--- config.mk ---
export PLATFORM = sky130hd
export DESIGN_NAME = pcg_top
export DESIGN_NICKNAME = d
export VERILOG_FILES = /design/src/include/pcg_pkg.sv /design/src/pcg_div.sv /design/src/pcg_pll.sv /design/src/pcg_top.sv
export VERILOG_INCLUDE_DIRS = /design/src /design/src/include
export SDC_FILE = /design/constraint.sdc
export NUM_CORES = 1
export LEC_CHECK = 0
export ABC_AREA = 1
export BUFFER_PORTS_ARGS = -buffer_cell sky130_fd_sc_hd__buf_2
export CORE_MARGIN = 2
export CORE_UTILIZATION = 40
export CTS_CLUSTER_SIZE = 24
export DETAILED_ROUTE_END_ITERATION = 16
export MAX_ROUTING_LAYER = met4
export PLACE_DENSITY = 0.61
export RECOVER_POWER = 100
export SLEW_MARGIN = 20
export SYNTH_ARGS = -nofsm -noshare
export SYNTH_HDL_FRONTEND = slang
export SYNTH_SLANG_ARGS = --single-unit
--- constraint.sdc ---
create_clock -name I_CLK -period 3.1 [get_ports I_CLK]
set_clock_uncertainty 0.1 [all_clocks]
set_input_delay 0.775 -clock I_CLK [delete_from_list [all_inputs] [get_ports I_CLK]]
set_output_delay 0.775 -clock I_CLK [all_outputs]
set_load 0.02 [all_outputs]
--- src/include/pcg_map.svh ---
// register offsets, field positions, reset values and timing counts
`ifndef PCG_MAP_SVH
`define PCG_MAP_SVH
`define PCG_OFF_CSR 6'h00
`define PCG_OFF_MULT 6'h10
`define PCG_OFF_PRE 6'h14
`define PCG_OFF_CORE 6'h18
`define PCG_OFF_PERIPH 6'h1c
`define PCG_OFF_MEMIF 6'h20
`define PCG_OFF_OSC 6'h24
`define PCG_OFF_DEVICE_CONFIG_REG 6'h28
`define PCG_OFF_MEMIF_GLOBAL_CTRL 6'h2c
`define PCG_CSR_SEL_BIT 0
`define PCG_CSR_RST_BIT 3
`define PCG_CSR_LOCK_BIT 6
`define PCG_DIV_EN_BIT 15
`define PCG_DEVICE_CONFIG_REG_SRC_BIT 4
`define PCG_GBL_CK2_BIT 3
`define PCG_GBL_MEMIF_BIT 5
`define PCG_MULT_RST 5'h07
`define PCG_MULT_MIN 5'h04
`define PCG_MULT_MAX 5'h19
`define PCG_PRE_RST 5'h00
`define PCG_CORE_RST 5'h00
`define PCG_PERIPH_RST 5'h01
`define PCG_MEMIF_RST 5'h01
`define PCG_OSC_RST 5'h07
`define PCG_CLK_NS 40
`define PCG_RESET_TIME_NS 125
`define PCG_RESET_CYC ((`PCG_RESET_TIME_NS + `PCG_CLK_NS - 1) / `PCG_CLK_NS)
`define PCG_LOCK_TIME_US 187.5
`define PCG_NCO_SCALE 32
`endif

--- src/include/pcg_pkg.sv ---
// types shared by the clock generator modules
package pcg_pkg;
  typedef struct packed {
    logic enable;
    logic [4:0] ratio;
  } pcg_div_s;
  typedef enum logic [1:0] {
    PCG_IN_RESET,
    PCG_LOCKING,
    PCG_LOCKED
  } pcg_pll_e;
endpackage

--- src/pcg_div.sv ---
// programmable tick divider with clean ratio and enable changes
`include "pcg_map.svh"
module pcg_div
  import pcg_pkg::*;
(
  input wire logic i_clk,
  input wire logic i_nrst,
  input wire logic i_tick,
  input wire pcg_div_s i_cfg,
  output logic o_clk,
  output logic o_tick
);
  logic [4:0] cnt;
  logic [4:0] ratio_q;
  logic en_q;
  logic wrap;

  assign wrap = i_tick && (cnt == ratio_q);

  // new settings only land at a period edge, so no shortened pulse
  always_ff @(posedge i_clk or negedge i_nrst) begin
    if (!i_nrst) begin
      cnt <= 5'h00;
      ratio_q <= 5'h00;
      en_q <= 1'b0;
    end else if (wrap) begin
      cnt <= 5'h00;
      ratio_q <= i_cfg.ratio;
      en_q <= i_cfg.enable;
    end else if (i_tick) begin
      cnt <= cnt + 5'h01;
    end
  end

  always_ff @(posedge i_clk or negedge i_nrst) begin
    if (!i_nrst) begin
      o_clk <= 1'b0;
      o_tick <= 1'b0;
    end else begin
      o_tick <= wrap && en_q;
      if (wrap) begin
        o_clk <= en_q ? ~o_clk : 1'b0;
      end
    end
  end
endmodule // pcg_div

--- src/pcg_pll.sv ---
// behavioural pll: prescaler, multiplier and lock timer
`include "pcg_map.svh"
module pcg_pll
  import pcg_pkg::*;
#(
  parameter int LOCK_CYC = 4687
) (
  input wire logic i_clk,
  input wire logic i_nrst,
  input wire logic i_pll_rst,
  input wire logic [4:0] i_pre,
  input wire logic [4:0] i_mult,
  output logic o_tick,
  output logic o_locked
);
  localparam logic [2:0] RST_CYC = 3'(`PCG_RESET_CYC);
  pcg_pll_e state;
  logic [2:0] rst_cnt;
  logic [12:0] lock_cnt;
  logic [10:0] acc;
  logic [10:0] limit;
  logic [4:0] mult_eff;
  logic [10:0] next_acc;

  // out of range factors clamp to the supported span
  always_comb begin
    if (i_mult < `PCG_MULT_MIN) mult_eff = `PCG_MULT_MIN;
    else if (i_mult > `PCG_MULT_MAX) mult_eff = `PCG_MULT_MAX;
    else mult_eff = i_mult;
  end

  // output rate = mult / (prescale * scale) of the input clock
  assign limit = 11'(({6'h00, i_pre} + 11'h001) * `PCG_NCO_SCALE);
  assign next_acc = acc + {6'h00, mult_eff};

  always_ff @(posedge i_clk or negedge i_nrst) begin
    if (!i_nrst) begin
      acc <= 11'h000;
      o_tick <= 1'b0;
    end else if (state != PCG_LOCKED) begin
      acc <= 11'h000;
      o_tick <= 1'b0;
    end else if (next_acc >= limit) begin
      acc <= next_acc - limit;
      o_tick <= 1'b1;
    end else begin
      acc <= next_acc;
      o_tick <= 1'b0;
    end
  end

  // a reset shorter than the minimum is not counted as a real reset
  always_ff @(posedge i_clk or negedge i_nrst) begin
    if (!i_nrst) begin
      state <= PCG_IN_RESET;
      rst_cnt <= 3'h0;
      lock_cnt <= 13'h0000;
    end else if (i_pll_rst) begin
      lock_cnt <= 13'h0000;
      if (rst_cnt < RST_CYC) rst_cnt <= rst_cnt + 3'h1;
      else state <= PCG_IN_RESET;
    end else begin
      rst_cnt <= 3'h0;
      unique case (state)
        PCG_IN_RESET: state <= PCG_LOCKING;
        PCG_LOCKING: begin
          if (lock_cnt >= 13'(LOCK_CYC - 1)) state <= PCG_LOCKED;
          else lock_cnt <= lock_cnt + 13'h0001;
        end
        PCG_LOCKED: state <= PCG_LOCKED;
      endcase
    end
  end

  always_ff @(posedge i_clk or negedge i_nrst) begin
    if (!i_nrst) o_locked <= 1'b0;
    else o_locked <= (state == PCG_LOCKED);
  end
endmodule // pcg_pll

--- src/pcg_top.sv ---
// pll clock generator: registers, path select and clock dividers
//
// Operation
// prescaler divides the input reference by 1 to 32 before the pll.
// pll multiplies the prescaled reference by 4 to 25.
// oscillator divider divides the raw input by 1 to 32 to aux pin.
// path select 0 uses input clock, 1 uses pll output.
// core, bus and memory clocks each have own divider off reference.
// software sets the bus clock to exactly half the core clock.
// when slowing, software writes bus divider before core divider.
// when speeding up, software writes core divider before bus divider.
// software never clears core or bus divider enables.
// software holds pll reset at least 125 ns.
// software waits the lock time before selecting the pll path.
// software bypasses before changing prescaler, mode, input or factor.
// second clock output is bus clock, gated by two enable bits.
// third clock output derives from input, gated by oscillator enable.
// memory clock output picks divider or external input, gated by bit 5.
// memory clock divides pll output or comes from external input.
// software keeps reference, pll output and memory clock in range.
// only cpu or emulation changes these registers, not the host port.
// pll reset bit holds the pll in reset when set, set after reset.
// bypass is default and feeds the dividers with the input directly.
// path switches and ratio changes make no runt clock pulses.
`include "pcg_map.svh"
module pcg_top
  import pcg_pkg::*;
#(
  parameter int LOCK_CYC = $rtoi(`PCG_LOCK_TIME_US * 1000.0 / `PCG_CLK_NS)
) (
  input wire logic I_CLK,
  input wire logic I_NRST,
  input wire logic I_PSEL,
  input wire logic I_PENABLE,
  input wire logic I_PWRITE,
  input wire logic [31:0] I_PADDR,
  input wire logic [31:0] I_PWDATA,
  input wire logic I_MEMIF_CLK_IN,
  output logic O_PREADY,
  output logic O_PSLVERR,
  output logic [31:0] O_PRDATA,
  output logic O_CORE_CLK,
  output logic O_PERIPH_CLK,
  output logic O_MEMIF_CLK,
  output logic O_SECOND_CLOCK_OUTPUT,
  output logic O_THIRD_CLOCK_OUTPUT,
  output logic O_MEMIF_CLKOUT,
  output logic O_PLL_RESET,
  output logic O_PLL_LOCKED
);
  logic path_sel_req;
  logic path_sel;
  logic pll_reset_ctl;
  logic [4:0] mult;
  logic [4:0] pre;
  pcg_div_s core_cfg;
  pcg_div_s periph_cfg;
  pcg_div_s memif_cfg;
  pcg_div_s osc_cfg;
  logic memif_src;
  logic ck2_gate;
  logic memif_gate;
  logic wr_en;
  logic rd_setup;
  logic mapped;
  logic [5:0] off;
  logic [31:0] next_rdata;
  logic pll_tick;
  logic pll_locked;
  logic hf_tick;
  logic core_tick;
  logic core_clk;
  logic periph_clk;
  logic memif_clk;
  logic osc_clk;
  logic memif_in_q;

  assign off = I_PADDR[5:0];
  assign wr_en = I_PSEL && I_PENABLE && O_PREADY && I_PWRITE && mapped;
  assign rd_setup = I_PSEL && !I_PENABLE;

  always_comb begin
    unique case (off)
      `PCG_OFF_CSR, `PCG_OFF_MULT, `PCG_OFF_PRE, `PCG_OFF_CORE,
      `PCG_OFF_PERIPH, `PCG_OFF_MEMIF, `PCG_OFF_OSC, `PCG_OFF_DEVICE_CONFIG_REG,
      `PCG_OFF_MEMIF_GLOBAL_CTRL: mapped = (I_PADDR[31:6] == 26'h0000000);
      default: mapped = 1'b0;
    endcase
  end

  // apb: one wait-free access cycle, ready and data come from flops
  always_ff @(posedge I_CLK or negedge I_NRST) begin
    if (!I_NRST) begin
      O_PREADY <= 1'b0;
      O_PSLVERR <= 1'b0;
      O_PRDATA <= 32'h00000000;
    end else begin
      O_PREADY <= rd_setup;
      O_PSLVERR <= rd_setup && !mapped;
      O_PRDATA <= (rd_setup && !I_PWRITE && mapped) ? next_rdata :
                  32'h00000000;
    end
  end

  always_comb begin
    next_rdata = 32'h00000000;
    unique case (off)
      `PCG_OFF_CSR: begin
        next_rdata[`PCG_CSR_SEL_BIT] = path_sel_req;
        next_rdata[`PCG_CSR_RST_BIT] = pll_reset_ctl;
        next_rdata[`PCG_CSR_LOCK_BIT] = pll_locked;
      end
      `PCG_OFF_MULT: next_rdata[4:0] = mult;
      `PCG_OFF_PRE: next_rdata[4:0] = pre;
      `PCG_OFF_CORE: next_rdata = {16'h0000, core_cfg.enable, 10'h000,
                                   core_cfg.ratio};
      `PCG_OFF_PERIPH: next_rdata = {16'h0000, periph_cfg.enable, 10'h000,
                                     periph_cfg.ratio};
      `PCG_OFF_MEMIF: next_rdata = {16'h0000, memif_cfg.enable, 10'h000,
                                    memif_cfg.ratio};
      `PCG_OFF_OSC: next_rdata = {16'h0000, osc_cfg.enable, 10'h000,
                                  osc_cfg.ratio};
      `PCG_OFF_DEVICE_CONFIG_REG: next_rdata[`PCG_DEVICE_CONFIG_REG_SRC_BIT] = memif_src;
      `PCG_OFF_MEMIF_GLOBAL_CTRL: begin
        next_rdata[`PCG_GBL_CK2_BIT] = ck2_gate;
        next_rdata[`PCG_GBL_MEMIF_BIT] = memif_gate;
      end
      default: next_rdata = 32'h00000000;
    endcase
  end

  // control register: bypass and pll reset are the reset defaults
  always_ff @(posedge I_CLK or negedge I_NRST) begin
    if (!I_NRST) begin
      path_sel_req <= 1'b0;
      pll_reset_ctl <= 1'b1;
    end else if (wr_en && off == `PCG_OFF_CSR) begin
      path_sel_req <= I_PWDATA[`PCG_CSR_SEL_BIT];
      pll_reset_ctl <= I_PWDATA[`PCG_CSR_RST_BIT];
    end
  end

  always_ff @(posedge I_CLK or negedge I_NRST) begin
    if (!I_NRST) begin
      mult <= `PCG_MULT_RST;
      pre <= `PCG_PRE_RST;
    end else if (wr_en && off == `PCG_OFF_MULT) begin
      mult <= I_PWDATA[4:0];
    end else if (wr_en && off == `PCG_OFF_PRE) begin
      pre <= I_PWDATA[4:0];
    end
  end

  // divider enables stay writable; clearing core or bus is a misuse
  always_ff @(posedge I_CLK or negedge I_NRST) begin
    if (!I_NRST) begin
      core_cfg <= '{enable: 1'b1, ratio: `PCG_CORE_RST};
      periph_cfg <= '{enable: 1'b1, ratio: `PCG_PERIPH_RST};
      memif_cfg <= '{enable: 1'b1, ratio: `PCG_MEMIF_RST};
      osc_cfg <= '{enable: 1'b1, ratio: `PCG_OSC_RST};
    end else if (wr_en) begin
      if (off == `PCG_OFF_CORE)
        core_cfg <= {I_PWDATA[`PCG_DIV_EN_BIT], I_PWDATA[4:0]};
      if (off == `PCG_OFF_PERIPH)
        periph_cfg <= {I_PWDATA[`PCG_DIV_EN_BIT], I_PWDATA[4:0]};
      if (off == `PCG_OFF_MEMIF)
        memif_cfg <= {I_PWDATA[`PCG_DIV_EN_BIT], I_PWDATA[4:0]};
      if (off == `PCG_OFF_OSC)
        osc_cfg <= {I_PWDATA[`PCG_DIV_EN_BIT], I_PWDATA[4:0]};
    end
  end

  always_ff @(posedge I_CLK or negedge I_NRST) begin
    if (!I_NRST) begin
      memif_src <= 1'b0;
      ck2_gate <= 1'b1;
      memif_gate <= 1'b1;
    end else if (wr_en && off == `PCG_OFF_DEVICE_CONFIG_REG) begin
      memif_src <= I_PWDATA[`PCG_DEVICE_CONFIG_REG_SRC_BIT];
    end else if (wr_en && off == `PCG_OFF_MEMIF_GLOBAL_CTRL) begin
      ck2_gate <= I_PWDATA[`PCG_GBL_CK2_BIT];
      memif_gate <= I_PWDATA[`PCG_GBL_MEMIF_BIT];
    end
  end

  pcg_pll #(
    .LOCK_CYC(LOCK_CYC)
  ) u_pll (
    .i_clk(I_CLK),
    .i_nrst(I_NRST),
    .i_pll_rst(pll_reset_ctl),
    .i_pre(pre),
    .i_mult(mult),
    .o_tick(pll_tick),
    .o_locked(pll_locked)
  );

  // path change waits for a core period boundary (at once while the core divider is disabled) to avoid a runt edge
  always_ff @(posedge I_CLK or negedge I_NRST) begin
    if (!I_NRST) path_sel <= 1'b0;
    else if (core_tick || !core_cfg.enable) path_sel <= path_sel_req;
  end

  assign hf_tick = path_sel ? pll_tick : 1'b1;

  pcg_div u_core (
    .i_clk(I_CLK),
    .i_nrst(I_NRST),
    .i_tick(hf_tick),
    .i_cfg(core_cfg),
    .o_clk(core_clk),
    .o_tick(core_tick)
  );

  pcg_div u_periph (
    .i_clk(I_CLK),
    .i_nrst(I_NRST),
    .i_tick(hf_tick),
    .i_cfg(periph_cfg),
    .o_clk(periph_clk),
    .o_tick()
  );

  pcg_div u_memif (
    .i_clk(I_CLK),
    .i_nrst(I_NRST),
    .i_tick(hf_tick),
    .i_cfg(memif_cfg),
    .o_clk(memif_clk),
    .o_tick()
  );

  // oscillator divider runs off the raw input in every mode
  pcg_div u_osc (
    .i_clk(I_CLK),
    .i_nrst(I_NRST),
    .i_tick(1'b1),
    .i_cfg(osc_cfg),
    .o_clk(osc_clk),
    .o_tick()
  );

  always_ff @(posedge I_CLK or negedge I_NRST) begin
    if (!I_NRST) memif_in_q <= 1'b0;
    else memif_in_q <= I_MEMIF_CLK_IN;
  end

  // pin stage adds one flop so every output leaves a register
  always_ff @(posedge I_CLK or negedge I_NRST) begin
    if (!I_NRST) begin
      O_CORE_CLK <= 1'b0;
      O_PERIPH_CLK <= 1'b0;
      O_MEMIF_CLK <= 1'b0;
      O_SECOND_CLOCK_OUTPUT <= 1'b0;
      O_THIRD_CLOCK_OUTPUT <= 1'b0;
      O_MEMIF_CLKOUT <= 1'b0;
      O_PLL_RESET <= 1'b1;
      O_PLL_LOCKED <= 1'b0;
    end else begin
      O_CORE_CLK <= core_clk;
      O_PERIPH_CLK <= periph_clk;
      O_MEMIF_CLK <= memif_src ? memif_in_q : memif_clk;
      O_SECOND_CLOCK_OUTPUT <= periph_clk && periph_cfg.enable && ck2_gate;
      O_THIRD_CLOCK_OUTPUT <= osc_clk && osc_cfg.enable;
      O_MEMIF_CLKOUT <= memif_gate &&
                        (memif_src ? memif_in_q : memif_clk);
      O_PLL_RESET <= pll_reset_ctl;
      O_PLL_LOCKED <= pll_locked;
    end
  end
endmodule // pcg_top

Yosys cells after proc, flatten, opt, wreduce, memory -nomap -nowiden
Cells that the tools add are included.
{"block": "word_totals", "mem_bits_rw": 0, "n_memories": 0, "elab_cells": 169, "ff_bits": 163, "input_bits": 70, "latch_bits": 0, "romBits": 0}
{"block": "op_classes", "n_div": 0, "mul": 0, "eq_ne": 19, "bitwise_logic": 6, "muxes": 37, "shift": 0, "n_reduce_logical": 42, "add_sub_neg": 9, "magnitude_cmp": 5}
{"op": "two-way mux 5 bit", "n": 9}
{"op": "two-way mux 13 bit", "n": 3}
{"op": "case mux 9 bit (4 select lines)", "n": 1}
{"op": "two-way mux 32 bit", "n": 1}
{"op": "zero test 26 bit", "n": 1}
{"op": "== test 6 x 5 -> 1 bit (second input constant)", "n": 4}
{"op": "== test 6 bit (second input constant)", "n": 4}
{"op": "two-way mux 11 bit", "n": 2}
{"op": "logical AND 1 bit", "n": 21}
{"op": "adder 5 x 1 -> 5 bit (second input constant)", "n": 4}
{"op": "== test 5 bit", "n": 4}
{"op": "AND reduction 2 bit", "n": 8}
{"op": "case mux 1 bit (7 select lines)", "n": 2}
{"op": "adder 13 x 1 -> 13 bit (second input constant)", "n": 1}
{"op": ">= comparator 13 bit (second input constant)", "n": 1}
{"op": "case mux 2 bit (6 select lines)", "n": 1}
{"op": "adder 11 x 5 -> 11 bit", "n": 1}
{"op": ">= comparator 11 bit", "n": 1}
{"op": "two-way mux 1 bit", "n": 11}
{"op": "subtractor 11 bit", "n": 1}
{"op": "OR reduction 9 bit", "n": 1}
{"op": "case mux 1 bit (8 select lines)", "n": 1}
{"op": "nonzero test 2 bit", "n": 4}
{"op": "adder 5 x 1 -> 6 bit (second input constant)", "n": 1}
{"op": "other kinds (17)", "n": 30}

Depth between registers and ports, before layout
Gate-level depths: netlist of the first run.
{"block": "logic_depth", "ltp_word": 7, "ltp_mapped": 26, "mapped_depth_nobuf": 26}

By module
From an unflattened synthesis of the first run, not the netlist that was laid out.
{"block": "unflattened", "cells_unflattened": 1143, "hier_area_um2": 8735.9}
{"mod": "pcg_div", "seq_area_each_um2": 325.3, "cells_each": 106, "area_each_um2": 784.5, "instances": 4}
{"mod": "pcg_top", "seq_area_each_um2": 1496.4, "cells_each": 368, "area_each_um2": 2984.1, "instances": 1}
{"mod": "pcg_pll", "seq_area_each_um2": 775.7, "cells_each": 351, "area_each_um2": 2613.8, "instances": 1}

Least setup slack after synthesis of the first run
OpenSTA, ideal clock, no wires.
{"block": "synth_timing", "path_kind": "register to register", "start": "register mult[2]", "end": "register u_pll.acc[5]", "synth_period_minus_slack_ns": 3.311, "setup_slack_ns": -0.211, "required_ns": 2.878, "path_stages_with_launch": 24, "setup_ns": 0.122, "t_arrival_ns": 3.089, "cell_sequence": "dfstp_2 > inv_1 > nand2_1 > a21oi_1 > nor2_1 > ha_1 > inv_1 > fa_1 > inv_1 > nand2_1 > nand3_2 > nand2_1 > o21ai_0 > nand2_1 > inv_1 > ha_1 > a21oi_1 > o21ai_0 > and3_1 > nor2_2 > buf_2 > nand3_1 > nand2_1 > nor2_1"}
{"block": "synth_via", "elab_chain_cells": 7, "elab_cells_between_ends": 9, "classes_between": "add/sub: 2; order compare: 3; mux: 4"}
{"element": "start, declared", "line_no": "pcg_top.sv:54", "source": "logic [4:0] mult;"}
{"element": "start signal, assigned", "line_no": "pcg_top.sv:145", "source": "mult <= `PCG_MULT_RST;"}
{"element": "start signal, assigned", "line_no": "pcg_top.sv:148", "source": "mult <= I_PWDATA[4:0];"}
{"element": "> comparator 5 bit (no line)"}
{"element": "two-way mux 5 bit", "line_no": "pcg_pll.sv:28", "source": "else if (i_mult > `PCG_MULT_MAX) mult_eff = `PCG_MULT_MAX;"}
{"element": "two-way mux 5 bit (*)", "line_no": "pcg_pll.sv:27", "source": "if (i_mult < `PCG_MULT_MIN) mult_eff = `PCG_MULT_MIN;"}
{"element": "adder 11 x 5 -> 11 bit (*)", "line_no": "pcg_pll.sv:34", "source": "assign next_acc = acc + {6'h00, mult_eff};"}
{"element": "subtractor 11 bit or >= comparator 11 bit (tied branches)", "line_no": "pcg_pll.sv:44, pcg_pll.sv:43"}
{"element": "two-way mux 11 bit (*)", "line_no": "pcg_pll.sv:43", "source": "end else if (next_acc >= limit) begin"}
{"element": "two-way mux 11 bit (*)", "line_no": "pcg_pll.sv:40", "source": "end else if (state != PCG_LOCKED) begin"}
{"element": "end signal, assigned", "line_no": "pcg_pll.sv:44", "source": "acc <= next_acc - limit;"}
{"element": "end signal, assigned", "line_no": "pcg_pll.sv:47", "source": "acc <= next_acc;"}
{"element": "end, declared", "line_no": "pcg_pll.sv:20", "source": "logic [10:0] acc;"}
Every way passes the cells marked *; elsewhere a longest branch is shown, timed or not.
A chain may end at the register's enable or synchronous reset.

Final worst setup path of the first run
{"block": "layout_timing", "start": "register mult[2]", "end": "register u_pll.acc[6]"}
The elaborated chain is that of the path after synthesis.

==> results_tabular.tex, run 1 <==
\begin{tabular}{lr}
\hline
Metric & Value \\
\hline
\multicolumn{2}{l}{\textbf{Die}} \\
\quad Core Footprint & 18100 sq um \\
\quad Overall die height & 140 microns \\
\quad Starting density of the core & 0.410 \\
\quad Die area & 19600 sq um \\
\quad Top-Level Pins & 112 \\
\quad Chip Width & 140 microns \\
\quad Number of core rows & 49 \\
\multicolumn{2}{l}{\textbf{Setup path}} \\
\quad Reg2Reg Depth & 22 \\
\quad Arr. time, crit path & 3.54 ns \\
\quad Highest cell delay on the worst timing path & 0.55 ns \\
\quad Max stage delay cell, worst path & sky130\_fd\_sc\_hd\_\_dfstp\_2 \\
\quad Critical path fanouts, max & 6 \\
\quad Critical Path, Cell by Cell & buf\_6 > nor2\_1 > nor2\_1 > ha\_2 > inv\_2 > fa\_2 > inv\_2 > nand2\_2 > nand3\_4 > nand2\_2 > o21ai\_2 > nand2\_2 > inv\_2 > ha\_4 > a21oi\_2 > o21ai\_2 > and3\_4 > nor2\_4 > buf\_6 > nand3\_2 > nand2\_1 > nor2\_1 \\
\quad Endpoint type of the worst setup path & flip-flop \\
\quad R2R setup slack & -0.23 ns \\
\quad Crit Path Category & flip-flop to flip-flop \\
\quad Combined buffer and inverter count along the critical path & 5 \\
\quad Worst r2r src & mult[2] \\
\quad Top delay family on crit path & simple AND/OR/NAND/NOR gates \\
\quad Critical path launch point type & flip-flop \\
\quad Endpoint required time on the critical path & 3.31 ns \\
\quad Reg2Reg Capture Point & u\_pll.acc[6] \\
\multicolumn{2}{l}{\textbf{Layout}} \\
\quad Antenna Diode Count & 0 \\
\quad Most frequent standard cell in the layout excluding fill and tap cells & sky130\_fd\_sc\_hd\_\_nand2\_1 \\
\quad Net count, final & 1122 \\
\quad Area of combinational cells with multiple inputs & 3300 sq um \\
\quad Sequential standard cell area & 3500 sq um \\
\quad Number of fill cells & 1729 \\
\quad Fraction of layout instances using a drive strength above 1 & 0.181 \\
\quad Top library cells by usage in the layout, fill and taps aside & 175 x sky130\_fd\_sc\_hd\_\_nand2\_1, 131 x sky130\_fd\_sc\_hd\_\_inv\_1, 123 x sky130\_fd\_sc\_hd\_\_dfrtp\_1, 87 x sky130\_fd\_sc\_hd\_\_o21ai\_0, 72 x sky130\_fd\_sc\_hd\_\_nor2\_1 \\
\quad Area delta synth->final & 21.1\% \\
\quad Core occupancy in the finished layout & 0.496 \\
\multicolumn{2}{l}{\textbf{CTS}} \\
\quad Hold buffers post-CTS & 0 \\
\quad Clock latency of the later-clocked register in the worst-skew pair & 0.43 ns \\
\quad Clock tree from TritonCTS & done \\
\quad Clock-pin slew of the registers on the worst-case setup and hold paths & 0.06 ns \\
\quad Clk sinks & 139 \\
\quad H-Tree Depth & 4 \\
\quad Number of clock buffers inserted by TritonCTS & 17 \\
\quad Root buf cell & sky130\_fd\_sc\_hd\_\_clkbuf\_16 \\
\quad Longest Clk Path Bufs & 2 \\
\multicolumn{2}{l}{\textbf{Run status}} \\
\quad Failing checks & DRC, setup timing \\
\quad Run status & finished with violations \\
\multicolumn{2}{l}{\textbf{Place}} \\
\quad Port Buf Inserts & 62 \\
\quad Setup slack after placement & -0.376 ns \\
\quad Detailed placement HPWL & 12100 microns \\
\quad Global placer's final weighted congestion & 0.888 \\
\multicolumn{2}{l}{\textbf{Routing}} \\
\quad Detailed Routing Iterations Pass 1 & 14 \\
\quad Post-detailed-route DRC marker count & 2 \\
\quad Initial DRC count & 435 \\
\quad Count of vias placed by the detailed router & 6151 \\
\quad Detailed Route WL & 17500 microns \\
\quad Number of routed nets with antenna violations & 0 \\
\quad Via-per-instance ratio & 4.84 \\
\quad Routed wire length per instance & 13.8 microns \\
\multicolumn{2}{l}{\textbf{Global route}} \\
\quad Grt ovf & 0 \\
\quad Vias in the first global route & 5959 \\
\quad Total routing usage reported by global routing & 0.190 \\
\quad Antenna violations before repair & 0 \\
\quad Maximum number of pins on one net before global-route repair & 56 \\
\quad Global-route wire length before repair & 28900 microns \\
\multicolumn{2}{l}{\textbf{Yosys}} \\
\quad Fraction of post-synthesis cell area in the top cell type by area & 0.415 \\
\quad Syn Std Cell Area & 7410 sq um \\
\quad Number of synthesized register bits & 139 \\
\quad Top cell type by total area after synthesis & sky130\_fd\_sc\_hd\_\_dfrtp\_1 \\
\quad Post-Syn Instances & 909 \\
\quad Sequential-to-total area share from yosys stat & 0.472 \\
\quad Syn Area/Cell & 8.15 sq um \\
\quad Number of different library cells in the post-synthesis netlist & 42 \\
\quad Cell types occupying the most area after synthesis & sky130\_fd\_sc\_hd\_\_dfrtp\_1 42\%, sky130\_fd\_sc\_hd\_\_nand2\_1 9.2\%, sky130\_fd\_sc\_hd\_\_inv\_1 6.9\% \\
\quad Synthesis Warnings & 0 \\
\multicolumn{2}{l}{\textbf{Power and ir drop}} \\
\quad Leakage power summed over all cells & 4.29 nW \\
\quad Total power divided by cell area & 475 nW/um\^{}2 \\
\quad Maximum VDD drop & 353 uV \\
\multicolumn{2}{l}{\textbf{Flow run}} \\
\quad Number of maximum-capacitance violations & 0 \\
\multicolumn{2}{l}{\textbf{STA}} \\
\quad Final critical path time including I/O delays and setup & 3.33 ns \\
\quad Number of hold violations in the final report & 0 \\
\quad Final max-slew violation count & 0 \\
\quad Max\_slew headroom & 0.0823 \\
\quad Top achievable clock speed & 0.300 GHz \\
\quad Setup slack after layout & -0.228 ns \\
\quad Post-route clock period utilization & 1.07 \\
\quad Worst Max-Slew Pin Slew & 1.38 ns \\
\quad Setup repair after global routing missed its margin & true \\
\quad Number of setup violations in the final report & 7 \\
\multicolumn{2}{l}{\textbf{Worst hold path}} \\
\quad Number of stages on the worst hold path & 0 \\
\quad Hold-critical path endpoint & O\_PERIPH\_CLK \\
\quad Worst Min Path Start & u\_periph.o\_clk \\
\quad Class of the worst hold path & flip-flop to flip-flop \\
\hline
\end{tabular}
[how the worst max path moves through the flow]
stage,startpoint,to,slack [ns],cells past startpoint
after CTS,mult[1],u_pll.acc[6],-0.22,23
final,mult[2],u_pll.acc[6],-0.23,22
after floorplan,mult[2],u_pll.acc[6],0.008,19
after global routing,mult[2],u_pll.acc[6],-0.45,19
after global placement,mult[2],u_pll.acc[10],-0.30,19
after detailed placement,mult[2],u_pll.acc[6],-0.38,18
[metal layers]
layer / up-vias / global-route usage / share of wire
li1: 3149 / - / -
met3: 21 / 0.0421 / 0.035
met2: 107 / 0.302 / 0.49
met5: - / - / 0
met1: 2874 / 0.243 / 0.46
met4: 0 / 0.0595 / 0.011
[power by group]
part / switching (mW) / total, mW / internal, mW
clock: 0.811 / 2.26 / 1.45
combinational: 0.112 / 0.151 / 0.0387
sequential: 0.0171 / 1.84 / 1.83
[cell families (layout without fill, tap and decap cells)]
family	after synthesis	in the layout	synth area share
other	1	24	0.000506
AO/OA/AOI/OAI	154	154	0.116
buffers and inverters	181	291	0.107
XOR/XNOR	28	28	0.0331
flip-flops	139	139	0.472
AND/OR/NAND/NOR	383	383	0.231
adder cells (fa/ha/maj)	23	23	0.0409
[through the flow]
step / cells / hold WS (ns) / total power [mW] / TNS (ns) / instance area (sq um)
after detailed placement: 1218 / 0.263 / 2.04 / -2.45 / 8150
after CTS: 1266 / 0.219 / 4.31 / -1.35 / 8980
after global placement: 1218 / 0.261 / 2.04 / -1.88 / 8150
after floorplan: 932 / 0.254 / 1.97 / 0 / 7530
after global routing: 1271 / 0.279 / 4.40 / -2.92 / 8980
final: 1271 / 0.273 / 4.26 / -1.23 / 8980
[worst reg2reg max path, stage by stage (launching register included)]
cell                      delay [ns]
sky130_fd_sc_hd__dfstp_2        0.55
sky130_fd_sc_hd__buf_6          0.10
sky130_fd_sc_hd__nor2_1         0.05
sky130_fd_sc_hd__nor2_1         0.12
sky130_fd_sc_hd__ha_2           0.20
sky130_fd_sc_hd__inv_2          0.04
sky130_fd_sc_hd__fa_2           0.35
sky130_fd_sc_hd__inv_2          0.07
sky130_fd_sc_hd__nand2_2        0.06
sky130_fd_sc_hd__nand3_4        0.08
sky130_fd_sc_hd__nand2_2        0.06
sky130_fd_sc_hd__o21ai_2        0.12
sky130_fd_sc_hd__nand2_2        0.08
sky130_fd_sc_hd__inv_2          0.08
sky130_fd_sc_hd__ha_4           0.22
sky130_fd_sc_hd__a21oi_2        0.15
sky130_fd_sc_hd__o21ai_2        0.07
sky130_fd_sc_hd__and3_4         0.17
sky130_fd_sc_hd__nor2_4         0.12
sky130_fd_sc_hd__buf_6          0.16
sky130_fd_sc_hd__nand3_2        0.08
sky130_fd_sc_hd__nand2_1        0.11
sky130_fd_sc_hd__nor2_1         0.05
[cell usage after synthesis (all sizes together)]
cell      n
nor2     79
o22ai    14
inv     139
nand4    20
nand3    69
a22o      1
nand2   181
or2       8
o31ai     5
xor2     22
ha       21
and2      1
buf      35
nor3b     1
nor4      4
dfstp    16
o21ai    95
a221oi    4
clkbuf    7
a31oi     1
o21a      3
xnor2     6
conb      1
nand3b    4
a21boi    3
a21oi    24
dfrtp   123
o211ai    4
nor3     15
fa        2
and3      1
[timing repair]
item / in CTS / in global routing
cloned: 1 / 0
setup endpoints to repair: 7 / 7
pin swaps: 17 / 20
resized for setup: 17 / 17
buffers inserted: 15 / 5
[layout make-up]
cell class	instances	area share
timing repair buffer	120	0.0797
clock buffer	19	0.0493
inverter	139	0.0581
multi-input combinational	612	0.367
clock inverter	13	0.0240
sequential	139	0.390
tap	229	0.0319
[registers in the layout, summed over array words and instances (netlist names), 6 cells and up]
register and cells:
u_pll.lock_cnt 13, u_pll.acc 11, O_PRDATA 8, core_cfg 6, memif_cfg 6, osc_cfg 6, periph_cfg 6
No activity file was read; power rests on OpenSTA's default activity.
==> inputs of run 2 (changes only) <==
PLACE_DENSITY = 0.58   (was 0.61)
clock period = 3.6 ns   (was 3.1 ns; I/O delays follow)
==> run 2 against run 1 <==
Effect of this change:
- non-clock buffer count shrank 26
- via count shrank 1.9%
- critical path depth shrank 3
- final cell count shrank 2.1%
- setup slack gained 0.49 ns
- core utilization shrank 1.4 points
- sequential share of layout area grew 1.1 points
- first-iteration DRC count shrank 23%
- worst hold slack gained 0.0050 ns
- die area is the same
- the flow finishes with violations (capacitance limit, slew limit)
- sequential cell count is the same
- largest power group unchanged
- critical endpoint is now u_pll.acc[7]
==> results_tabular.tex, run 2 (synthesis results as in run 1) <==
\begin{tabular}{lr}
\hline
Metric & Value \\
\hline
\multicolumn{2}{l}{\textbf{Die}} \\
\quad Chip Width & 140 microns (unchanged) \\
\quad Overall die height & 140 microns (unchanged) \\
\quad Number of core rows & 49 (unchanged) \\
\quad Core Footprint & 18100 sq um (unchanged) \\
\quad Die area & 19600 sq um (unchanged) \\
\quad Starting density of the core & 0.410 (unchanged) \\
\quad Top-Level Pins & 112 (unchanged) \\
\multicolumn{2}{l}{\textbf{Setup path}} \\
\quad Max stage delay cell, worst path & sky130\_fd\_sc\_hd\_\_dfstp\_2 \\
\quad Critical path launch point type & flip-flop \\
\quad Endpoint type of the worst setup path & flip-flop \\
\quad Reg2Reg Depth & 19 (-14\%) \\
\quad Crit Path Category & flip-flop to flip-flop \\
\quad Endpoint required time on the critical path & 3.81 ns (+0.50 ns) \\
\quad Critical Path, Cell by Cell & inv\_2 > nand2\_2 > a21oi\_1 > nor2\_1 > ha\_2 > inv\_1 > fa\_2 > inv\_2 > nand2\_1 > nand3\_2 > or2\_2 > nand2\_4 > fa\_1 > o21ai\_2 > and3\_4 > nor2\_4 > buf\_6 > a21oi\_1 > nor2\_1 \\
\quad Highest cell delay on the worst timing path & 0.55 ns (about the same) \\
\quad Arr. time, crit path & 3.55 ns (about the same) \\
\quad Critical path fanouts, max & 8 (+2) \\
\multicolumn{2}{l}{\textbf{Place}} \\
\quad Detailed placement HPWL & 12200 microns (+0.32\%) \\
\quad Port Buf Inserts & 62 (unchanged) \\
\quad Cell area after placement & 8030 sq um (-1.5\%) \\
\quad Global placer's final weighted congestion & 0.878 (-1.2\%) \\
\quad Setup slack after placement & -0.106 ns (+0.270 ns) \\
\multicolumn{2}{l}{\textbf{Layout}} \\
\quad Largest reg by FF count & u\_pll.lock\_cnt \\
\quad Most frequent standard cell in the layout excluding fill and tap cells & sky130\_fd\_sc\_hd\_\_nand2\_1 \\
\quad Net count, final & 1096 (-2.3\%) \\
\quad Antenna Diode Count & 0 (unchanged) \\
\quad Non-Filler Cell Area, Final & 8720 sq um (-2.8\%) \\
\quad Fraction of layout instances using a drive strength above 1 & 0.159 (-0.0228) \\
\quad Area delta synth->final & 17.7\% \\
\quad Biggest registers after layout & u\_pll.lock\_cnt (13), u\_pll.acc (11), O\_PRDATA (8) \\
\quad Top library cells by usage in the layout, fill and taps aside & 174 x sky130\_fd\_sc\_hd\_\_nand2\_1, 132 x sky130\_fd\_sc\_hd\_\_inv\_1, 123 x sky130\_fd\_sc\_hd\_\_dfrtp\_1, 73 x sky130\_fd\_sc\_hd\_\_nor2\_1, 66 x sky130\_fd\_sc\_hd\_\_o21ai\_0 \\
\quad Flip-flop count of the largest register after layout & 13 (unchanged) \\
\multicolumn{2}{l}{\textbf{Global route}} \\
\quad Grt ovf & 0 (unchanged) \\
\quad Total routing usage reported by global routing & 0.187 (-0.00290) \\
\quad Maximum number of pins on one net before global-route repair & 60 (+7.1\%) \\
\quad Antenna violations before repair & 0 (unchanged) \\
\quad Global-route wire length before repair & 28300 microns (-1.9\%) \\
\quad Vias in the first global route & 5696 (-4.4\%) \\
\multicolumn{2}{l}{\textbf{Worst hold path}} \\
\quad Class of the worst hold path & flip-flop to flip-flop \\
\quad Number of stages on the worst hold path & 0 (unchanged) \\
\multicolumn{2}{l}{\textbf{Power and ir drop}} \\
\quad Maximum VDD drop & 343 uV (-2.9\%) \\
\quad Total power divided by cell area & 394 nW/um\^{}2 (-17\%) \\
\quad PnR Total Power & 3.43 mW (-19\%) \\
\quad Leakage power summed over all cells & 4.17 nW (-2.8\%) \\
\multicolumn{2}{l}{\textbf{STA}} \\
\quad Final max-slew violation count & 60 (+60) \\
\quad Worst Max-Slew Pin Slew & 1.52 ns (+0.143 ns) \\
\quad Post-route clock period utilization & 0.928 (-0.145) \\
\quad Final critical path time including I/O delays and setup & 3.34 ns (+0.0132 ns) \\
\quad Setup repair after global routing missed its margin & true \\
\quad Number of hold violations in the final report & 0 (unchanged) \\
\quad Setup slack after layout & 0.259 ns (+0.487 ns) \\
\quad Max\_slew headroom & -0.0132 (-0.0955) \\
\quad Number of setup violations in the final report & 0 (-7) \\
\quad Top achievable clock speed & 0.299 GHz (-0.40\%) \\
\multicolumn{2}{l}{\textbf{CTS}} \\
\quad Clock tree from TritonCTS & done \\
\quad Number of clock buffers inserted by TritonCTS & 17 (unchanged) \\
\quad Clock-pin slew of the registers on the worst-case setup and hold paths & 0.06 ns (about the same) \\
\quad Clk sinks & 139 (unchanged) \\
\quad Clock latency of the later-clocked register in the worst-skew pair & 0.42 ns (about the same) \\
\quad H-Tree Depth & 4 (unchanged) \\
\quad Root buf cell & sky130\_fd\_sc\_hd\_\_clkbuf\_16 \\
\quad Longest Clk Path Bufs & 2 (unchanged) \\
\multicolumn{2}{l}{\textbf{Routing}} \\
\quad Number of routed nets with antenna violations & 0 (unchanged) \\
\quad Via-per-instance ratio & 4.85 (+0.23\%) \\
\quad Detailed Routing Iterations Pass 1 & 7 (-7) \\
\quad Detailed Route WL & 17100 microns (-2.4\%) \\
\quad Count of vias placed by the detailed router & 6034 (-1.9\%) \\
\quad Initial DRC count & 333 (-23\%) \\
\quad Routed wire length per instance & 13.7 microns (-0.25\%) \\
\quad Post-detailed-route DRC marker count & 0 (-2) \\
\multicolumn{2}{l}{\textbf{Run status}} \\
\quad Run status & finished with violations \\
\quad Failing checks & capacitance limit, slew limit \\
\multicolumn{2}{l}{\textbf{Flow run}} \\
\quad Number of maximum-capacitance violations & 1 (+1) \\
\hline
\end{tabular}
==> run 2: critical path, delay by kind of cell (launching register included) <==
| family | cells | cell delay (ns) |
|---|---|---|
| compound gates | 3 | 0.36 |
| fa+ha+maj | 3 | 1.06 |
| buf+inv | 4 | 0.30 |
| flops | 1 | 0.55 |
| simple gates | 9 | 0.84 |
==> run 2: what timing repair did <==
action                                  CTS  global route
gates resized for setup                   1            34
hold buffers                              0             0
pin swaps                                 1            18
setup buffers                             2             4
endpoints found under the setup margin    7             7
==> run 2: per-stage QoR <==
stage,hold slack [ns],util,TNS [ns],std cells
4_1_cts,0.286,0.477,0,1240
5_1_grt,0.307,0.482,-0.0995,1244
6_report,0.278,0.482,0,1244
3_3_place_gp,0.262,0.444,-0.318,1207
2_1_floorplan,0.254,-,0,932
3_5_place_dp,0.273,0.444,-0.504,1207
==> run 2: final cells by class <==
| class | count | area, sq um |
|---|---|---|
| clock buffers | 30 | 544 |
| clock inverters | 1 | 30.0 |
| fillers | 1782 | 9370 |
| inverters | 139 | 522 |
| multi-input cells | 612 | 3320 |
| flip-flops and latches | 139 | 3500 |
| well taps | 229 | 287 |
| repair buffers | 94 | 522 |
==> run 2: where the power goes <==
| group | total (mW) | leakage (nW) | switching, mW | internal, mW |
|---|---|---|---|---|
| registers | 1.59 | 1.87 | 0.0142 | 1.57 |
| logic | 0.133 | 2.03 | 0.0994 | 0.0339 |
| clock network | 1.71 | 0.281 | 0.634 | 1.08 |
==> run 2: path summary, 6_finish.rpt <==
check	from	end	slack, ns
min in group asynchronous	I_NRST	u_osc.cnt[3]	0.75
max in group asynchronous	I_NRST	u_core.cnt[0]	0.65
worst min register to register	u_periph.o_clk	O_PERIPH_CLK	0.28
worst max register to register	mult[2]	u_pll.acc[7]	0.26
worst min-delay path	u_periph.o_clk	O_PERIPH_CLK	0.28
worst max-delay path	mult[2]	u_pll.acc[7]	0.26
==> run 2: layer usage <==
metal	global-route usage	wire, microns	vias up	part of all wire
li1	-	-	3087	-
met1	0.247	8210	2836	0.48
met2	0.288	8060	91	0.47
met3	0.0410	588	20	0.034
met4	0.0606	223	0	0.013
met5	-	0	-	0
==> inputs of run 3 (changes only) <==
BUFFER_PORTS_ARGS = -buffer_cell sky130_fd_sc_hd__buf_4   (was -buffer_cell sky130_fd_sc_hd__buf_2)
==> run 3 against run 2 <==
Effect of this change:
- the flow still finishes with violations (capacitance limit, slew limit)
- sequential cell count unchanged
- via count rose by 0.17%
- sequential power hardly changed
- fmax increased by 0.72%
- register-to-register slack gained 0.02 ns
- critical path type unchanged
==> results_tabular.tex, run 3 (synthesis results as in run 1) <==
\begin{tabular}{lr}
\hline
Metric & Value \\
\hline
\multicolumn{2}{l}{\textbf{CTS}} \\
\quad Root buf cell & sky130\_fd\_sc\_hd\_\_clkbuf\_16 \\
\quad Clock tree from TritonCTS & done \\
\quad Hold buffers post-CTS & 0 (unchanged) \\
\quad Clock latency of the later-clocked register in the worst-skew pair & 0.43 ns (about the same) \\
\quad Clk sinks & 139 (unchanged) \\
\quad Number of clock buffers inserted by TritonCTS & 17 (unchanged) \\
\quad Longest Clk Path Bufs & 2 (unchanged) \\
\quad Clock-pin slew of the registers on the worst-case setup and hold paths & 0.07 ns (about the same) \\
\quad H-Tree Depth & 4 (unchanged) \\
\multicolumn{2}{l}{\textbf{Setup path}} \\
\quad Combined buffer and inverter count along the critical path & 6 (+2) \\
\quad Critical path launch point type & flip-flop \\
\quad Endpoint required time on the critical path & 3.81 ns (about the same) \\
\quad Arr. time, crit path & 3.53 ns (-0.02 ns) \\
\quad Critical path fanouts, max & 13 (+5) \\
\quad Max stage delay cell, worst path & sky130\_fd\_sc\_hd\_\_dfstp\_2 \\
\quad Top delay family on crit path & simple AND/OR/NAND/NOR gates \\
\quad Critical Path, Cell by Cell & inv\_1 > nand2\_1 > a21oi\_1 > nor2\_1 > ha\_1 > inv\_1 > fa\_2 > inv\_2 > nand2\_1 > nand3\_2 > nand2\_1 > buf\_4 > nand2\_2 > inv\_1 > ha\_1 > nand4\_1 > nor2\_1 > nand3\_1 > nand2\_2 > nor2\_4 > buf\_12 > a21boi\_1 > nor2\_1 \\
\quad Highest cell delay on the worst timing path & 0.53 ns (-0.02 ns) \\
\quad Endpoint type of the worst setup path & flip-flop \\
\quad Crit Path Category & flip-flop to flip-flop \\
\multicolumn{2}{l}{\textbf{Place}} \\
\quad Cells after DPL & 1203 (-0.33\%) \\
\quad Global placer's final weighted congestion & 0.906 (+3.3\%) \\
\quad Detailed placement HPWL & 12100 microns (-0.65\%) \\
\quad Cell area after placement & 8170 sq um (+1.8\%) \\
\quad Port Buf Inserts & 62 (unchanged) \\
\quad Setup slack after placement & -0.0919 ns (+0.0140 ns) \\
\multicolumn{2}{l}{\textbf{STA}} \\
\quad Worst Hold Slack & 0.279 ns (+0.000402 ns) \\
\quad Number of setup violations in the final report & 0 (unchanged) \\
\quad Setup repair after global routing missed its margin & false \\
\quad Post-route clock period utilization & 0.922 (-0.00664) \\
\quad Total negative setup slack & 0 ns (unchanged) \\
\quad Worst Max-Slew Pin Slew & 2.06 ns (+0.543 ns) \\
\quad Number of hold violations in the final report & 0 (unchanged) \\
\quad Final critical path time including I/O delays and setup & 3.32 ns (-0.0239 ns) \\
\quad Setup slack after layout & 0.283 ns (+0.0239 ns) \\
\quad Top achievable clock speed & 0.301 GHz (+0.72\%) \\
\quad Final max-slew violation count & 82 (+37\%) \\
\quad Max\_slew headroom & -0.375 (-0.362) \\
\multicolumn{2}{l}{\textbf{Layout}} \\
\quad Non-Filler Cell Area, Final & 8720 sq um (about the same) \\
\quad Core occupancy in the finished layout & 0.482 (about the same) \\
\quad Post-route non-filler standard cell count & 1236 (-0.64\%) \\
\quad Biggest registers after layout & u\_pll.lock\_cnt (13), u\_pll.acc (11), O\_PRDATA (8) \\
\quad Net count, final & 1087 (-0.82\%) \\
\quad Largest reg by FF count & u\_pll.lock\_cnt \\
\quad Area delta synth->final & 17.6\% (about the same) \\
\quad Flip-flop count of the largest register after layout & 13 (unchanged) \\
\quad Antenna Diode Count & 0 (unchanged) \\
\quad Top library cells by usage in the layout, fill and taps aside & 179 x sky130\_fd\_sc\_hd\_\_nand2\_1, 136 x sky130\_fd\_sc\_hd\_\_inv\_1, 123 x sky130\_fd\_sc\_hd\_\_dfrtp\_1, 91 x sky130\_fd\_sc\_hd\_\_o21ai\_0, 74 x sky130\_fd\_sc\_hd\_\_nor2\_1 \\
\quad Fraction of layout instances using a drive strength above 1 & 0.136 (-0.0226) \\
\quad Most frequent standard cell in the layout excluding fill and tap cells & sky130\_fd\_sc\_hd\_\_nand2\_1 \\
\multicolumn{2}{l}{\textbf{Routing}} \\
\quad Via-per-instance ratio & 4.89 (+0.81\%) \\
\quad Detailed Routing Iterations Pass 1 & 7 (unchanged) \\
\quad Initial DRC count & 285 (-14\%) \\
\quad Detailed Route WL & 16700 microns (-2.0\%) \\
\quad Post-detailed-route DRC marker count & 0 (unchanged) \\
\quad Number of routed nets with antenna violations & 0 (unchanged) \\
\quad Routed wire length per instance & 13.5 microns (-1.4\%) \\
\quad Count of vias placed by the detailed router & 6044 (+0.17\%) \\
\multicolumn{2}{l}{\textbf{Global route}} \\
\quad Global-route wire length before repair & 28600 microns (+1.1\%) \\
\quad Antenna violations before repair & 0 (unchanged) \\
\quad Total routing usage reported by global routing & 0.187 (about the same) \\
\quad Maximum number of pins on one net before global-route repair & 82 (+37\%) \\
\quad Vias in the first global route & 5745 (+0.86\%) \\
\quad Grt ovf & 0 (unchanged) \\
\multicolumn{2}{l}{\textbf{Run status}} \\
\quad Failing checks & capacitance limit, slew limit \\
\quad Run status & finished with violations \\
\multicolumn{2}{l}{\textbf{Die}} \\
\quad Starting density of the core & 0.410 (unchanged) \\
\quad Core Footprint & 18100 sq um (unchanged) \\
\quad Chip Width & 140 microns (unchanged) \\
\quad Die area & 19600 sq um (unchanged) \\
\quad Top-Level Pins & 112 (unchanged) \\
\quad Overall die height & 140 microns (unchanged) \\
\quad Number of core rows & 49 (unchanged) \\
\multicolumn{2}{l}{\textbf{Power and ir drop}} \\
\quad Maximum VDD drop & 376 uV (+9.6\%) \\
\quad Total net switching power & 0.809 mW (+8.2\%) \\
\quad Sw Ratio & 0.224 (+0.00651) \\
\quad Total power divided by cell area & 414 nW/um\^{}2 (+5.1\%) \\
\quad Cell-internal power & 2.80 mW (+4.2\%) \\
\quad Combinational group share of total power & 0.039 (about the same) \\
\quad Leakage power summed over all cells & 4.15 nW (-0.53\%) \\
\quad Sequential cell fraction of total power & 0.440 (-0.023) \\
\quad Clock share of power & 0.521 (+0.022) \\
\quad PnR Total Power & 3.61 mW (+5.1\%) \\
\multicolumn{2}{l}{\textbf{Flow run}} \\
\quad Number of maximum-capacitance violations & 1 (unchanged) \\
\multicolumn{2}{l}{\textbf{Worst hold path}} \\
\quad Class of the worst hold path & flip-flop to flip-flop \\
\hline
\end{tabular}
[run 3: cell types whose count changed in the layout (fill, tap and decap cells not counted), moves of 5 or more]
cell                       change
sky130_fd_sc_hd__buf_2        -44
sky130_fd_sc_hd__clkbuf_8      -6
sky130_fd_sc_hd__o21ai_1      -20
sky130_fd_sc_hd__o21ai_0      +25
sky130_fd_sc_hd__o21ai_2       -5
sky130_fd_sc_hd__buf_4        +33
sky130_fd_sc_hd__clkbuf_1      -8
sky130_fd_sc_hd__nand2_1       +5
[run 3: what timing repair did]
action                                  in CTS  in global routing
endpoints found under the setup margin       6                  7
pin swaps                                    0                  3
buffers inserted                             0                  1
resized for setup                            1                 18
[run 3: layout make-up]
cell class / instances / area [sq um]
Fill cell: 1809 / 9370
Sequential cell: 139 / 3500
Multi-Input combinational cell: 612 / 3210
Timing Repair Buffer: 85 / 572
Inverter: 139 / 522
Clock buffer: 18 / 439
Tap cell: 229 / 287
Clock inverter: 14 / 195
[run 3: power groups by stage]
stage	clock network, mW	logic [mW]	registers (mW)
after floorplan	0	0.0807	1.61
after global placement	0	0.152	1.61
after detailed placement	0	0.154	1.62
after CTS	1.92	0.155	1.59
after global routing	1.99	0.161	1.59
final	1.88	0.142	1.59
[run 3: per-layer routing]
| layer | global-route usage | vias up | wire, microns |
|---|---|---|---|
| li1 | - | 3091 | - |
| met1 | 0.252 | 2851 | 8150 |
| met5 | - | - | 0 |
| met2 | 0.290 | 81 | 7900 |
| met4 | 0.0526 | 0 | 212 |
| met3 | 0.0352 | 21 | 468 |
[run 3: path summary, 6_finish.rpt]
path,startpoint,end,slack (ns),depth (start not counted)
min reg2reg,u_periph.o_clk,O_PERIPH_CLK,0.28,0
max in group asynchronous,I_NRST,u_periph.cnt[2],0.77,2
max,mult[1],u_pll.acc[5],0.28,23
max reg2reg,mult[1],u_pll.acc[5],0.28,23
min,u_periph.o_clk,O_PERIPH_CLK,0.28,0
min in group asynchronous,I_NRST,u_osc.cnt[2],0.95,1
